$ cat config.mk
export PLATFORM = sky130hd
export DESIGN_NAME = idfrf_top
export DESIGN_NICKNAME = d
export VERILOG_FILES = /design/src/hdl/idfrf_pkg.sv /design/src/hdl/idfrf_rate_mem.sv /design/src/hdl/idfrf_sync3.sv /design/src/hdl/idfrf_top.sv
export SDC_FILE = /design/constraint.sdc
export NUM_CORES = 1
export LEC_CHECK = 0
export ABC_AREA = 1
export BUFFER_PORTS_ARGS = -buffer_cell sky130_fd_sc_hd__buf_4
export CAP_MARGIN = 0
export CORE_AREA = 2 2 206 208
export CTS_CLUSTER_DIAMETER = 60
export DETAILED_ROUTE_END_ITERATION = 6
export DIE_AREA = 0 0 208 210
export SYNTH_ARGS = -nofsm -noshare
export SYNTH_HDL_FRONTEND = slang
export SYNTH_SLANG_ARGS = --single-unit
$ cat constraint.sdc
create_clock -name clk_i -period 9.45 [get_ports clk_i]
set_input_delay 1.89 -clock clk_i [delete_from_list [all_inputs] [get_ports clk_i]]
set_output_delay 1.89 -clock clk_i [all_outputs]
set_load 0.05 [all_outputs]
$ cat src/hdl/idfrf_pkg.sv
// idfrf_pkg: register map, flag positions, command bits, rate format and timing
// for the diagnostic flag and angular rate block.
// assumes a 10 MHz core clock and a 16-bit word serial register port.
package idfrf_pkg;

  // ----------------------------------------------------------------
  // clock and timing
  // ----------------------------------------------------------------
  localparam int CLK_HZ         = 10_000_000;
  localparam int STANDBY_MS     = 250;
  localparam int STANDBY_CYCLES = STANDBY_MS * (CLK_HZ / 1000);

  // ----------------------------------------------------------------
  // serial frame
  // ----------------------------------------------------------------
  localparam int          FRAME_BITS = 16;
  localparam int          RW_BIT     = 15;
  localparam int          ADDR_W     = 7;
  localparam logic [3:0]  LAST_BIT   = 4'hF;
  localparam logic [3:0]  FIRST_BIT  = 4'h0;

  // ----------------------------------------------------------------
  // register map (byte addresses, word at even address)
  // ----------------------------------------------------------------
  localparam logic [6:0] DIAG_ADDR     = 7'h02;
  localparam logic [6:0] RATE_FIRST    = 7'h04;
  localparam logic [6:0] RATE_LAST     = 7'h0F;
  localparam logic [6:0] MISC_ADDR_LO  = 7'h60;
  localparam logic [6:0] MISC_ADDR_HI  = 7'h61;
  localparam logic [6:0] GCMD_ADDR_LO  = 7'h68;

  localparam logic [15:0] DIAG_RESET = 16'h0000;
  localparam logic [15:0] MISC_RESET = 16'h00C1;
  localparam logic [15:0] FLAG_MASK  = 16'h00FE;
  localparam logic [15:0] READ_ZERO  = 16'h0000;

  // ----------------------------------------------------------------
  // flag positions
  // ----------------------------------------------------------------
  localparam int FLG_CLOCK    = 7;
  localparam int FLG_MEMORY   = 6;
  localparam int FLG_SENSOR   = 5;
  localparam int FLG_STANDBY  = 4;
  localparam int FLG_FRAMING  = 3;
  localparam int FLG_UPDATE   = 2;
  localparam int FLG_OVERRUN  = 1;

  // ----------------------------------------------------------------
  // misc control and global command fields
  // ----------------------------------------------------------------
  localparam int         SYNC_MODE_LSB = 2;
  localparam int         SYNC_MODE_MSB = 4;
  localparam logic [2:0] SYNC_SCALED   = 3'h2;
  localparam int CMD_SELF_TEST    = 2;
  localparam int CMD_FLASH_UPDATE = 3;
  localparam int CMD_FLASH_TEST   = 4;
  localparam int CMD_SOFT_RESET   = 7;

  // ----------------------------------------------------------------
  // rate format
  // ----------------------------------------------------------------
  localparam int                 RATE_W      = 32;
  localparam int                 RATE_AXES   = 3;
  localparam int                 PROD_W      = 41;
  localparam logic signed [40:0] RATE_POS_FS = 41'sh000_4E20_0000;
  localparam logic signed [40:0] RATE_NEG_FS = -41'sh000_4E20_0000;
  localparam logic [7:0]         KG_125      = 8'hA0;
  localparam logic [7:0]         KG_500      = 8'h28;
  localparam logic [7:0]         KG_2000     = 8'h0A;

  typedef enum logic [1:0] {
    IDFRF_MODEL_125  = 2'h0,
    IDFRF_MODEL_500  = 2'h1,
    IDFRF_MODEL_2000 = 2'h2
  } idfrf_model_t;

  typedef enum logic [1:0] {
    IDFRF_RUN  = 2'h0,
    IDFRF_LOW  = 2'h1,
    IDFRF_WAIT = 2'h3
  } idfrf_power_t;

  function automatic logic [7:0] idfrf_scale(input idfrf_model_t model);
    case (model)
      IDFRF_MODEL_125: idfrf_scale = KG_125;
      IDFRF_MODEL_500: idfrf_scale = KG_500;
      default:         idfrf_scale = KG_2000;
    endcase
  endfunction

endpackage

$ cat src/hdl/idfrf_rate_mem.sv
// idfrf_rate_mem: small word store for the per-axis rate samples.
// assumes all axes are written together; read data come out of a register one cycle later.
`timescale 1ns/100ps
module idfrf_rate_mem #(
  parameter int WIDTH = 32,
  parameter int DEPTH = 3
) (
  input  wire logic                     clk_i,     // core clock
  input  wire logic                     sys_rst_i, // async reset, high
  input  wire logic                     wr_en_i,   // write all entries
  input  wire logic [DEPTH*WIDTH-1:0]   wr_data_i, // entry i at [i*WIDTH +: WIDTH]
  input  wire logic [$clog2(DEPTH)-1:0] rd_idx_i,  // read entry
  output logic      [WIDTH-1:0]         rd_data_o  // registered read data
);

  logic [WIDTH-1:0] mem [DEPTH];
  logic [WIDTH-1:0] next_rd;

  always_comb
  begin
    next_rd = (int'(rd_idx_i) < DEPTH) ? mem[rd_idx_i] : '0;
  end

  // storage holds no reset: contents are undefined until the first sample
  always_ff @(posedge clk_i)
  begin
    if (wr_en_i)
    begin
      for (int i = 0; i < DEPTH; i++)
      begin
        mem[i] <= wr_data_i[i*WIDTH +: WIDTH];
      end
    end
  end

  always_ff @(posedge clk_i or posedge sys_rst_i)
  begin
    if (sys_rst_i)
    begin
      rd_data_o <= '0;
    end
    else
    begin
      rd_data_o <= next_rd;
    end
  end

endmodule

$ cat src/hdl/idfrf_sync3.sv
// idfrf_sync3: three-stage pin synchroniser with agreement filter.
// assumes inputs asynchronous to clk_i; output changes only when stages two and three agree.
`timescale 1ns/100ps
module idfrf_sync3 #(
  parameter int               WIDTH   = 1,
  parameter logic [WIDTH-1:0] RST_VAL = '0
) (
  input  wire logic             clk_i,     // core clock
  input  wire logic             sys_rst_i, // async reset, high
  input  wire logic [WIDTH-1:0] pin_i,     // raw pin levels
  output logic      [WIDTH-1:0] level_o    // filtered levels
);

  logic [WIDTH-1:0] stage1;
  logic [WIDTH-1:0] stage2;
  logic [WIDTH-1:0] stage3;
  logic [WIDTH-1:0] next_level;

  always_comb
  begin
    for (int i = 0; i < WIDTH; i++)
    begin
      next_level[i] = (stage2[i] == stage3[i]) ? stage3[i] : level_o[i];
    end
  end

  always_ff @(posedge clk_i or posedge sys_rst_i)
  begin
    if (sys_rst_i)
    begin
      stage1  <= RST_VAL;
      stage2  <= RST_VAL;
      stage3  <= RST_VAL;
      level_o <= RST_VAL;
    end
    else
    begin
      stage1  <= pin_i;
      stage2  <= stage1;
      stage3  <= stage2;
      level_o <= next_level;
    end
  end

endmodule

$ cat src/hdl/idfrf_top.sv
// idfrf_top: sticky diagnostic flags and angular rate registers behind the serial port.
// assumes serial mode 3 (clock idles high, sample on rise), 16-bit words,
// a read answered in the following word, and sensor/flash logic on clk_i.
`timescale 1ns/100ps

// Contract
// RL1: clock error flag bit 7 on sync lock loss, only in scaled sync mode.
// RL2: flash test CRC mismatch sets flag bit 6.
// RL3: self test ending with a failed sensor sets flag bit 5.
// RL4: low supply sets bit 4, halts data; resume after 250 ms good supply.
// RL5: transfer clock count not a multiple of 16 sets flag bit 3.
// RL6: failed flash update sets flag bit 2.
// RL7: data path overrun sets flag bit 1.
// RL8: host resets device after overrun, by pin or command bit 7.
// RL9: reading the flag register clears all its bits.
// RL10: flags stay set until a read clears them.
// RL11: a condition still present after the clearing read sets its flag again.
// RL12: host repeats its last sequence after a framing error.
// RL13: host retries failed flash update with supply at least 3 V.
// RL14: rate is 32-bit two's complement split into high and low words.
// RL15: high word scaled 160, 40 or 10 counts per deg/s by model.
// RL16: 16-bit full scale 0x4E20 and 0xB1E0, zero as 0x0000.
// RL17: 32-bit full scale 0x4E200000 and 0xB1E00000, step divided by 2^16.
// RL18: low word holds the 16 extra resolution bits.
// RL19: reserved flag bits 15..8 and 0 read zero and never set.
module idfrf_top #(
  parameter idfrf_pkg::idfrf_model_t MODEL          = idfrf_pkg::IDFRF_MODEL_125,
  parameter int                      STANDBY_CYCLES = idfrf_pkg::STANDBY_CYCLES
) (
  input  wire logic                   clk_i,                // core clock, 10 MHz
  input  wire logic                   sys_rst_i,            // async reset, high
  input  wire logic                   sclk_i,               // serial clock pin
  input  wire logic                   cs_n_i,               // serial select pin, low active
  input  wire logic                   mosi_i,               // serial data in pin
  output logic                        miso_o,               // serial data out
  input  wire logic                   supply_low_i,         // supply comparator, high below 2.8 V
  input  wire logic                   sync_unlock_i,        // sample clock not locked to sync input
  input  wire logic                   self_test_done_i,     // self test finished, pulse
  input  wire logic                   self_test_fail_i,     // self test result, with done
  input  wire logic                   flash_test_done_i,    // flash test finished, pulse
  input  wire logic                   flash_crc_match_i,    // flash CRC matches stored, with done
  input  wire logic                   flash_update_done_i,  // flash update finished, pulse
  input  wire logic                   flash_update_ok_i,    // flash update result, with done
  input  wire logic                   overrun_i,            // data path overrun, level or pulse
  input  wire logic                   rate_valid_i,         // new rate sample, pulse
  input  wire logic signed [idfrf_pkg::RATE_W-1:0] rate_x_i, // x rate, deg/s with 16 fraction bits
  input  wire logic signed [idfrf_pkg::RATE_W-1:0] rate_y_i, // y rate, same format
  input  wire logic signed [idfrf_pkg::RATE_W-1:0] rate_z_i, // z rate, same format
  output logic                        self_test_start_o,    // start self test, pulse
  output logic                        flash_test_start_o,   // start flash test, pulse
  output logic                        flash_update_start_o, // start flash update, pulse
  output logic                        soft_reset_o,         // software reset request, pulse
  output logic                        halt_o,               // data processing stopped
  output logic                        reinit_o,             // reinitialise after standby, pulse
  output logic [2:0]                  sync_mode_o           // sync mode field of misc control
);

  import idfrf_pkg::*;

  localparam int TMR_W = $clog2(STANDBY_CYCLES + 1);
  localparam logic [TMR_W-1:0] TMR_LAST = TMR_W'(STANDBY_CYCLES - 1);

  // ----------------------------------------------------------------
  // pin synchronisers
  // ----------------------------------------------------------------
  logic sclk_s;
  logic cs_n_s;
  logic mosi_s;
  logic supply_low_s;

  idfrf_sync3 #(
    .WIDTH   (4),
    .RST_VAL (4'hE)
  ) u_sync (
    .clk_i     (clk_i),
    .sys_rst_i (sys_rst_i),
    .pin_i     ({sclk_i, cs_n_i, supply_low_i, mosi_i}),
    .level_o   ({sclk_s, cs_n_s, supply_low_s, mosi_s})
  );

  // ----------------------------------------------------------------
  // serial shifter
  // ----------------------------------------------------------------
  logic        sclk_d;
  logic        cs_n_d;
  logic [3:0]  bit_cnt;
  logic [15:0] rx_shift;
  logic [15:0] tx_shift;
  logic [3:0]  next_bit_cnt;
  logic [15:0] next_rx;
  logic [15:0] next_tx;
  logic        sclk_rise;
  logic        sclk_fall;
  logic        frame_end;
  logic        frame_done;
  logic        framing_err;
  logic [15:0] word;
  logic [6:0]  addr;
  logic        is_write;
  logic [15:0] rd_load;
  logic        rd_clear;
  logic        rate_sel;
  logic        rate_pend;
  logic        rate_hi;
  logic        next_rate_pend;
  logic        next_rate_hi;
  logic [1:0]  rate_axis;
  logic [6:0]  rate_off;
  logic [RATE_W-1:0] rate_rd;
  logic [15:0] misc_ctrl;
  logic [15:0] diag_flags;

  assign sclk_rise   = sclk_s & ~sclk_d & ~cs_n_s;
  assign sclk_fall   = ~sclk_s & sclk_d & ~cs_n_s;
  assign frame_end   = cs_n_s & ~cs_n_d;
  assign frame_done  = sclk_rise && (bit_cnt == LAST_BIT);
  assign framing_err = frame_end && (bit_cnt != FIRST_BIT); // RL5
  assign word        = {rx_shift[14:0], mosi_s};
  assign addr        = word[14:8];
  assign is_write    = word[RW_BIT];
  assign rate_off    = addr - RATE_FIRST;
  assign rate_sel    = (addr >= RATE_FIRST) && (addr <= RATE_LAST);
  assign rate_axis   = rate_off[3:2];
  assign miso_o      = tx_shift[FRAME_BITS-1];

  // read answer for the next word; rate words wait one cycle for the store
  always_comb
  begin
    rd_load  = READ_ZERO;
    rd_clear = 1'b0;
    if ({addr[6:1], 1'b0} == DIAG_ADDR)
    begin
      rd_load  = diag_flags & FLAG_MASK;
      rd_clear = frame_done && !is_write; // RL9
    end
    else if ({addr[6:1], 1'b0} == MISC_ADDR_LO)
    begin
      rd_load = misc_ctrl;
    end
  end

  always_comb
  begin
    next_bit_cnt   = bit_cnt;
    next_rx        = rx_shift;
    next_tx        = tx_shift;
    next_rate_pend = 1'b0;
    next_rate_hi   = rate_hi;
    if (cs_n_s)
    begin
      next_bit_cnt = FIRST_BIT;
    end
    else if (sclk_rise)
    begin
      next_rx      = word;
      next_bit_cnt = bit_cnt + 4'h1;
    end
    // first falling edge of a word keeps the bit already on the line
    if (sclk_fall && bit_cnt != FIRST_BIT)
    begin
      next_tx = {tx_shift[14:0], 1'b0};
    end
    if (frame_done)
    begin
      next_tx = is_write ? READ_ZERO : rd_load;
      if (!is_write && rate_sel)
      begin
        next_rate_pend = 1'b1;
        next_rate_hi   = rate_off[1]; // RL14
      end
    end
    if (rate_pend)
    begin
      next_tx = rate_hi ? rate_rd[31:16] : rate_rd[15:0]; // RL18
    end
  end

  always_ff @(posedge clk_i or posedge sys_rst_i)
  begin
    if (sys_rst_i)
    begin
      sclk_d    <= 1'b1;
      cs_n_d    <= 1'b1;
      bit_cnt   <= FIRST_BIT;
      rx_shift  <= READ_ZERO;
      tx_shift  <= READ_ZERO;
      rate_pend <= 1'b0;
      rate_hi   <= 1'b0;
    end
    else
    begin
      sclk_d    <= sclk_s;
      cs_n_d    <= cs_n_s;
      bit_cnt   <= next_bit_cnt;
      rx_shift  <= next_rx;
      tx_shift  <= next_tx;
      rate_pend <= next_rate_pend;
      rate_hi   <= next_rate_hi;
    end
  end

  // ----------------------------------------------------------------
  // writable control and command pulses
  // ----------------------------------------------------------------
  logic [15:0] next_misc;
  logic [7:0]  next_cmd;
  logic [7:0]  cmd_pulse;

  always_comb
  begin
    next_misc = misc_ctrl;
    next_cmd  = 8'h00;
    if (frame_done && is_write)
    begin
      if (addr == MISC_ADDR_LO)
      begin
        next_misc[7:0] = word[7:0];
      end
      if (addr == MISC_ADDR_HI)
      begin
        next_misc[15:8] = word[7:0];
      end
      if (addr == GCMD_ADDR_LO)
      begin
        next_cmd = word[7:0];
      end
    end
  end

  always_ff @(posedge clk_i or posedge sys_rst_i)
  begin
    if (sys_rst_i)
    begin
      misc_ctrl <= MISC_RESET;
      cmd_pulse <= 8'h00;
    end
    else
    begin
      misc_ctrl <= next_misc;
      cmd_pulse <= next_cmd;
    end
  end

  assign sync_mode_o          = misc_ctrl[SYNC_MODE_MSB:SYNC_MODE_LSB];
  assign self_test_start_o    = cmd_pulse[CMD_SELF_TEST];    // RL3
  assign flash_update_start_o = cmd_pulse[CMD_FLASH_UPDATE]; // RL6
  assign flash_test_start_o   = cmd_pulse[CMD_FLASH_TEST];   // RL2
  assign soft_reset_o         = cmd_pulse[CMD_SOFT_RESET];   // RL8

  // ----------------------------------------------------------------
  // standby on low supply
  // ----------------------------------------------------------------
  idfrf_power_t     pwr_state;
  idfrf_power_t     next_pwr;
  logic [TMR_W-1:0] good_tmr;
  logic [TMR_W-1:0] next_tmr;
  logic             next_reinit;

  always_comb
  begin
    next_pwr    = pwr_state;
    next_tmr    = good_tmr;
    next_reinit = 1'b0;
    unique case (pwr_state)
      IDFRF_RUN:
      begin
        if (supply_low_s)
        begin
          next_pwr = IDFRF_LOW;
        end
      end
      IDFRF_LOW:
      begin
        next_tmr = '0;
        if (!supply_low_s)
        begin
          next_pwr = IDFRF_WAIT;
        end
      end
      IDFRF_WAIT:
      begin
        // any dip restarts the full good-supply interval
        if (supply_low_s)
        begin
          next_pwr = IDFRF_LOW;
        end
        else if (good_tmr == TMR_LAST)
        begin
          next_pwr    = IDFRF_RUN;
          next_reinit = 1'b1; // RL4
        end
        else
        begin
          next_tmr = good_tmr + 1'b1;
        end
      end
      default:
      begin
        next_pwr = IDFRF_LOW;
      end
    endcase
  end

  always_ff @(posedge clk_i or posedge sys_rst_i)
  begin
    if (sys_rst_i)
    begin
      pwr_state <= IDFRF_RUN;
      good_tmr  <= '0;
      reinit_o  <= 1'b0;
    end
    else
    begin
      pwr_state <= next_pwr;
      good_tmr  <= next_tmr;
      reinit_o  <= next_reinit;
    end
  end

  assign halt_o = (pwr_state != IDFRF_RUN); // RL4

  // ----------------------------------------------------------------
  // sticky diagnostic flags
  // ----------------------------------------------------------------
  logic [15:0] flag_set;
  logic [15:0] next_flags;

  always_comb
  begin
    flag_set              = 16'h0000;
    flag_set[FLG_CLOCK]   = sync_unlock_i && (sync_mode_o == SYNC_SCALED); // RL1
    flag_set[FLG_MEMORY]  = flash_test_done_i && !flash_crc_match_i;       // RL2
    flag_set[FLG_SENSOR]  = self_test_done_i && self_test_fail_i;          // RL3
    flag_set[FLG_STANDBY] = supply_low_s;                                  // RL4
    flag_set[FLG_FRAMING] = framing_err;                                   // RL5
    flag_set[FLG_UPDATE]  = flash_update_done_i && !flash_update_ok_i;     // RL6
    flag_set[FLG_OVERRUN] = overrun_i;                                     // RL7
    // a set in the clearing cycle wins, so a lasting condition re-flags at once
    next_flags = (rd_clear ? 16'h0000 : diag_flags) | flag_set;           // RL10 RL11
    next_flags = next_flags & FLAG_MASK;                                  // RL19
  end

  always_ff @(posedge clk_i or posedge sys_rst_i)
  begin
    if (sys_rst_i)
    begin
      diag_flags <= DIAG_RESET;
    end
    else
    begin
      diag_flags <= next_flags;
    end
  end

  // ----------------------------------------------------------------
  // rate scaling and store
  // ----------------------------------------------------------------
  // input is deg/s with 16 fraction bits; times the model factor gives
  // counts of 1/(K*2^16) deg/s, clamped to the documented full scale
  function automatic logic [RATE_W-1:0] clamp_rate(input logic signed [RATE_W-1:0] rate);
    logic signed [PROD_W-1:0] prod;
    prod = PROD_W'(rate) * $signed({1'b0, idfrf_scale(MODEL)}); // RL15
    if (prod > RATE_POS_FS)
    begin
      clamp_rate = RATE_POS_FS[RATE_W-1:0]; // RL16 RL17
    end
    else if (prod < RATE_NEG_FS)
    begin
      clamp_rate = RATE_NEG_FS[RATE_W-1:0]; // RL16 RL17
    end
    else
    begin
      clamp_rate = prod[RATE_W-1:0]; // RL14
    end
  endfunction

  logic [RATE_AXES*RATE_W-1:0] rate_wr;

  assign rate_wr = {clamp_rate(rate_z_i), clamp_rate(rate_y_i), clamp_rate(rate_x_i)};

  idfrf_rate_mem #(
    .WIDTH (RATE_W),
    .DEPTH (RATE_AXES)
  ) u_rate_mem (
    .clk_i     (clk_i),
    .sys_rst_i (sys_rst_i),
    .wr_en_i   (rate_valid_i && !halt_o), // RL4
    .wr_data_i (rate_wr),
    .rd_idx_i  (rate_axis),
    .rd_data_o (rate_rd)
  );

endmodule

* After elaboration in Yosys (flattened, before gate mapping) *
Memories as Yosys holds them, arrays and structs flattened.
Cells that the tools add are included.

operators by class
  $add $sub $neg = 3
  multiply operators = 3
  order comparisons = 9
  eq/ne operators = 19
  muxes and demuxes = 35
  bitwise gates (word level) = 10
  reduce and logical (&&, ||, !) cells = 28

operators with widths
  kind                                                                                  number
  32-bit 2-to-1 mux                                                                     7
  41-bit by 32-bit greater-than comparator with 1-bit output (second input constant)    3
  41-bit by 32-bit < comparator with 1-bit output (second input constant)               3
  16-bit 2-to-1 mux                                                                     7
  32-bit by 4-bit multiplier with 36-bit output (second input constant)                 3
  22-bit 2-to-1 mux                                                                     2
  22-bit one-hot mux with 2 select lines                                                1
  8-bit 2-to-1 mux                                                                      3
  22-bit by 1-bit adder with 22-bit output (second input constant)                      1
  22-bit == test (second input constant)                                                1
  7-bit == test (second input constant)                                                 3
  1-bit logical AND                                                                     12
  1-bit 2-to-1 mux                                                                      8
  2-bit 2-to-1 mux                                                                      4
  4-bit 2-to-1 mux                                                                      2
  8-bit OR                                                                              1
  2-bit AND reduction                                                                   4
  7-bit by 3-bit greater-or-equal comparator with 1-bit output (second input constant)  1
  7-bit by 4-bit <= comparator with 1-bit output (second input constant)                1
  6-bit by 1-bit == test with 1-bit output (second input constant)                      1
  6-bit == test (second input constant)                                                 1
  2-bit inequality test (second input constant)                                         3
  2-bit one-hot mux with 3 select lines                                                 1
  3-bit AND reduction                                                                   2
  other kinds (17)                                                                      32

word-level totals
  register bits after elaboration = 143
  RAM bits = 96
  output and inout bits = 10
  logic and storage cells = 130
  memories kept = 1

memories
  name            depth  bits a word  read ports  clocked after Yosys merged registers in  wr ports  RTL line              RTL
  u_rate_mem.mem  3      32           1           0                                        3         idfrf_rate_mem.sv:16  logic [WIDTH-1:0] mem [DEPTH];

* Depth between registers and ports, before layout *
  word-level depth = 8
  mapped depth = 24
  mapped depth without buffers = 23

* By module *
From an unflattened synthesis, not the netlist that was laid out.

unflattened totals
  cells, all modules = 3070
  area total of the unflattened synthesis = 20131.8 um^2

modules (own cells, without submodules)
  module          instances  cells an instance  area each (um^2)  sequential area each (um^2)
  idfrf_top       1          2668               14951.8           2283.4
  idfrf_rate_mem  1          369                4695.8            3683.5
  idfrf_sync3     1          33                 484.2             415.4

* Least setup slack after synthesis *
No wires, ideal clock.

  path kind = input to register
  from = in rate_valid_i
  to = mem u_rate_mem.mem[0][10] (enable)
  library setup time = 521 ps
  arrival time = 5280 ps
  required time = 8929 ps
  path slack = 3649 ps
  stages = 2
  path buffers = 0
  cell sequence = inv_1 -> nor2_1

RTL lines
  element          RTL line              RTL
  start, declared  idfrf_top.sv:45       input wire logic rate_valid_i,
  end, declared    idfrf_rate_mem.sv:16

==> impl_metrics.yaml <==
drt:
  wl_mm: 48.6
  first_iter_violations: 1189
  dr.pass1.iters: 6
  ant_nets: 0
  wl_per_cell_um: 14.4
  drc_errors: 0
  via_count: 17200
  viasPerCell: 5.08
yosys:
  ys.flop_type: "dfrtp_1"
  yosysUniqueCellTypes: 52
  seq_area_frac_synth_pct: 31.5
  synthArstFlopShare_pct: 62.3
  ys_top_cells_by_area: "nand2_1 (18%), dfrtp_1 (16%), edfxtp_1 (13%)"
  synth_edf_count: 81
  ys_warn_count: 0
  syn_nets: 3018
  syn_area_per_cell_um2: 6.78
  yosysTopAreaCell: "nand2_1"
  syn_inst: 2713
  netlist_area_um2: 18400
  yosys_register_bits: 215
  synth_top_area_share_pct: 18.0
worst_setup_path:
  worstSetupStartpointType: "input port"
  required_ps: 9710
  cp.arrival_ps: 4830
  end_kind: "flop"
  critPathMaxStageDelay_ps: 400
  path_class: "in -> reg"
  crit_path_frequent_cell: "nand2_1"
  cp.buffers_inverters: 3
  crit_chain: "buf_4 -> ha_1 -> ha_1 -> inv_1 -> fa_1 -> inv_1 -> nand2_1 -> o21ai_0 -> nand2_1 -> nand2_1 -> nand2_1 -> nand2_1 -> nand2_1 -> nand2_1 -> nand2_1 -> nand2_1 -> nand3_1 -> nor2_1 -> nand2_1 -> nand2_1 -> nand2_2 -> nand2_4 -> nor2_1"
  crit_family: "simple AND/OR/NAND/NOR gates"
  crit_fanout: 16
  cpMaxStageDelayCell: "fa_1"
floorplan:
  die_w_um: 208
  initial_core_util_pct: 44.4
  core_um2: 41500
  die_h_um: 210
  num_rows: 75
  fp.dieArea_um2: 43700
  io_pins: 121
power:
  p_int_uw: 2010
  p_leak_uw: 0.0108
  ir_worst_vdd_uv: 112
  p_per_area_nw_per_um2: 151
  switching_share_pct: 35.4
  p_seq_share_pct: 35.1
  switchingPower_uw: 1100
  finalPower_uw: 3110
  clock_power_share_pct: 31.6
  pwr-share-comb_pct: 33.3
timing:
  tns_ps: 0
  min_period_ps: 4570
  grt_setup_unrepaired: "false"
  post-route-period-util_pct: 48.4
  slew_viol_final: 0
  setup_violations: 0
  hold_viol: 0
  setup_ws_ps: 4880
  skew_ps: 5.89
  tightest_slew_ps: 1030
  fmax_mhz: 219
  worst_slew_margin_rel_pct: 31.0
grt:
  grt_max_degree: 82
  grt_pass1_wl_mm: 81.2
  overflow: 0
  grt_pass1_vias: 16400
  antenna_found_initial: 0
  grtUsageTotal_pct: 22.3
clock_network:
  cts.root.buffer_cell: "clkbuf_16"
  cts-buffers-inserted: 25
  ctsHoldBuffers: 0
  cts_buffer_depth: 3
  cts_resized: 0
  htree_levels: 1
  cts.sinks: 215
  clk_pin_slew_ps: 60
  post_cts.repair.setup_buffers: 0
  cts_tree: "done"
  insertion_delay_ps: 520
worst_hold_path:
  hold_class: "reg -> reg"
cells_and_area:
  fin_util_pct: 49.9
  fillCellCount: 4227
  num_antenna_cells: 0
  nets: 3130
  layout-drive-gt1-share_pct: 9.29
  layoutNonFillerInstCount: 3382
  synthToLayoutAreaGrowth_pct: 12.4
placement:
  finalWeightedCongestion: 0.925
  dp_slack_ps: 4340
  dpl.cell_count: 3337
  dpl.hpwl_mm: 40.1
  io_buffers: 120
flow_run:
  drv_cap: 0
outcome:
  outcome: "completed"
## synth_stat cells (2+ instances only)
cell / instances
a21oi_2: 7
buf_1: 3
nand3b_1: 21
nand3_1: 182
clkinv_1: 2
nand2_2: 23
a21boi_0: 2
maj3_1: 4
xnor2_1: 19
or2_2: 2
xor2_1: 13
nor4_1: 10
and2_1: 6
fa_1: 3
nand4_1: 27
nor2_2: 34
buf_6: 2
dfrtp_1: 117
nor3_1: 38
a21oi_1: 88
dfstp_2: 17
nand3_2: 3
o21ai_1: 2
o21ai_0: 116
nand2_1: 885
a211oi_1: 2
clkbuf_1: 27
a221oi_1: 2
ha_1: 191
o221ai_1: 8
inv_1: 419
nor3_2: 3
a31oi_1: 6
buf_4: 9
o211ai_1: 32
o21bai_1: 12
nand2_4: 3
o2111ai_1: 2
edfxtp_1: 81
nor2_1: 276
inv_2: 3
## path summary, 6_finish.rpt
| check | start | endpoint | slack [ps] | cells after the start |
|---|---|---|---|---|
| setup / recovery | rate_z_i[1] | u_rate_mem.mem[2][10] | 4880 | 23 |
| hold reg to reg | u_sync.stage1[0] | u_sync.stage2[0] | 350 | 0 |
| min in group asynchronous | sys_rst_i | rx_shift[2] | 1600 | 2 |
| max in group asynchronous | sys_rst_i | good_tmr[11] | 6560 | 3 |
| hold / removal | u_sync.stage1[0] | u_sync.stage2[0] | 350 | 0 |
| setup reg to reg | rx_shift[9] | u_rate_mem.rd_data_o[16] | 6050 | 6 |
## layout by cell type (no fill, tap or decap), drive strengths merged, types with 4 or more instances in the layout
cell type	netlist	routed
a21oi	95	95
a31oi	6	6
and2	8	8
buf	15	127
bufinv	0	4
clkbuf	27	31
clkinv	2	10
dfrtp	117	117
dfstp	17	17
edfxtp	81	81
ha	191	191
inv	422	424
maj3	4	4
nand2	911	911
nand3	185	185
nand3b	21	21
nand4	27	27
nor2	311	311
nor3	41	41
nor4	10	10
o211ai	32	32
o21ai	118	118
o21bai	12	12
o221ai	8	8
xnor2	19	19
xor2	13	13
## final cells by class
type | count | area (um^2) | share of cell area, %
flip-flops and latches | 215 | 5810 | 28.1
inverters | 424 | 1590 | 7.71
clock buffers | 31 | 678 | 3.28
well taps | 539 | 674 | 3.26
clock inverters | 14 | 171 | 0.829
multi-input cells | 2032 | 10800 | 52.2
repair buffers | 127 | 953 | 4.61
## metal layers
layer	up-vias	GRT usage [%]	routed length (um)
li1	8932	-	-
met1	7826	31.9	23800
met2	350	37.1	21900
met3	62	1.62	1770
met4	0	4.82	1010
met5	-	0	0
## state kept, by name, indices dropped and copies added (netlist names), 7 cells and up
name and count:
good_tmr 22, u_rate_mem.mem 81, rx_shift 15, misc_ctrl 16, diag_flags 7, tx_shift 16
u_rate_mem.rd_data_o 27
## cell families (layout without fill, tap and decap cells)
logic type,after synthesis,in the layout,share of synthesized area (%)
adder cells (fa/ha/maj),198,198,13.5
buffers and inverters,466,596,9.83
XOR/XNOR,32,32,1.52
AO/OA/AOI/OAI,284,284,8.87
flip-flops,215,215,31.5
AND/OR/NAND/NOR,1518,1518,34.7
## metrics by stage
stage	hold slack (ps)	cell area, um^2
6_report	347	20700
2_1_floorplan	331	18400
5_1_grt	356	20700
3_3_place_gp	333	19800
4_1_cts	350	20700
3_5_place_dp	336	19800
## power groups by stage
| stage | registers (uW) | clock network [uW] | logic (uW) |
|---|---|---|---|
| after floorplan | 1100 | 0 | 750 |
| after global placement | 1110 | 0 | 1020 |
| after detailed placement | 1110 | 0 | 1030 |
| after CTS | 1090 | 1010 | 1040 |
| after global routing | 1100 | 1050 | 1190 |
| final | 1090 | 984 | 1040 |
(Power assumes the default switching activity.)
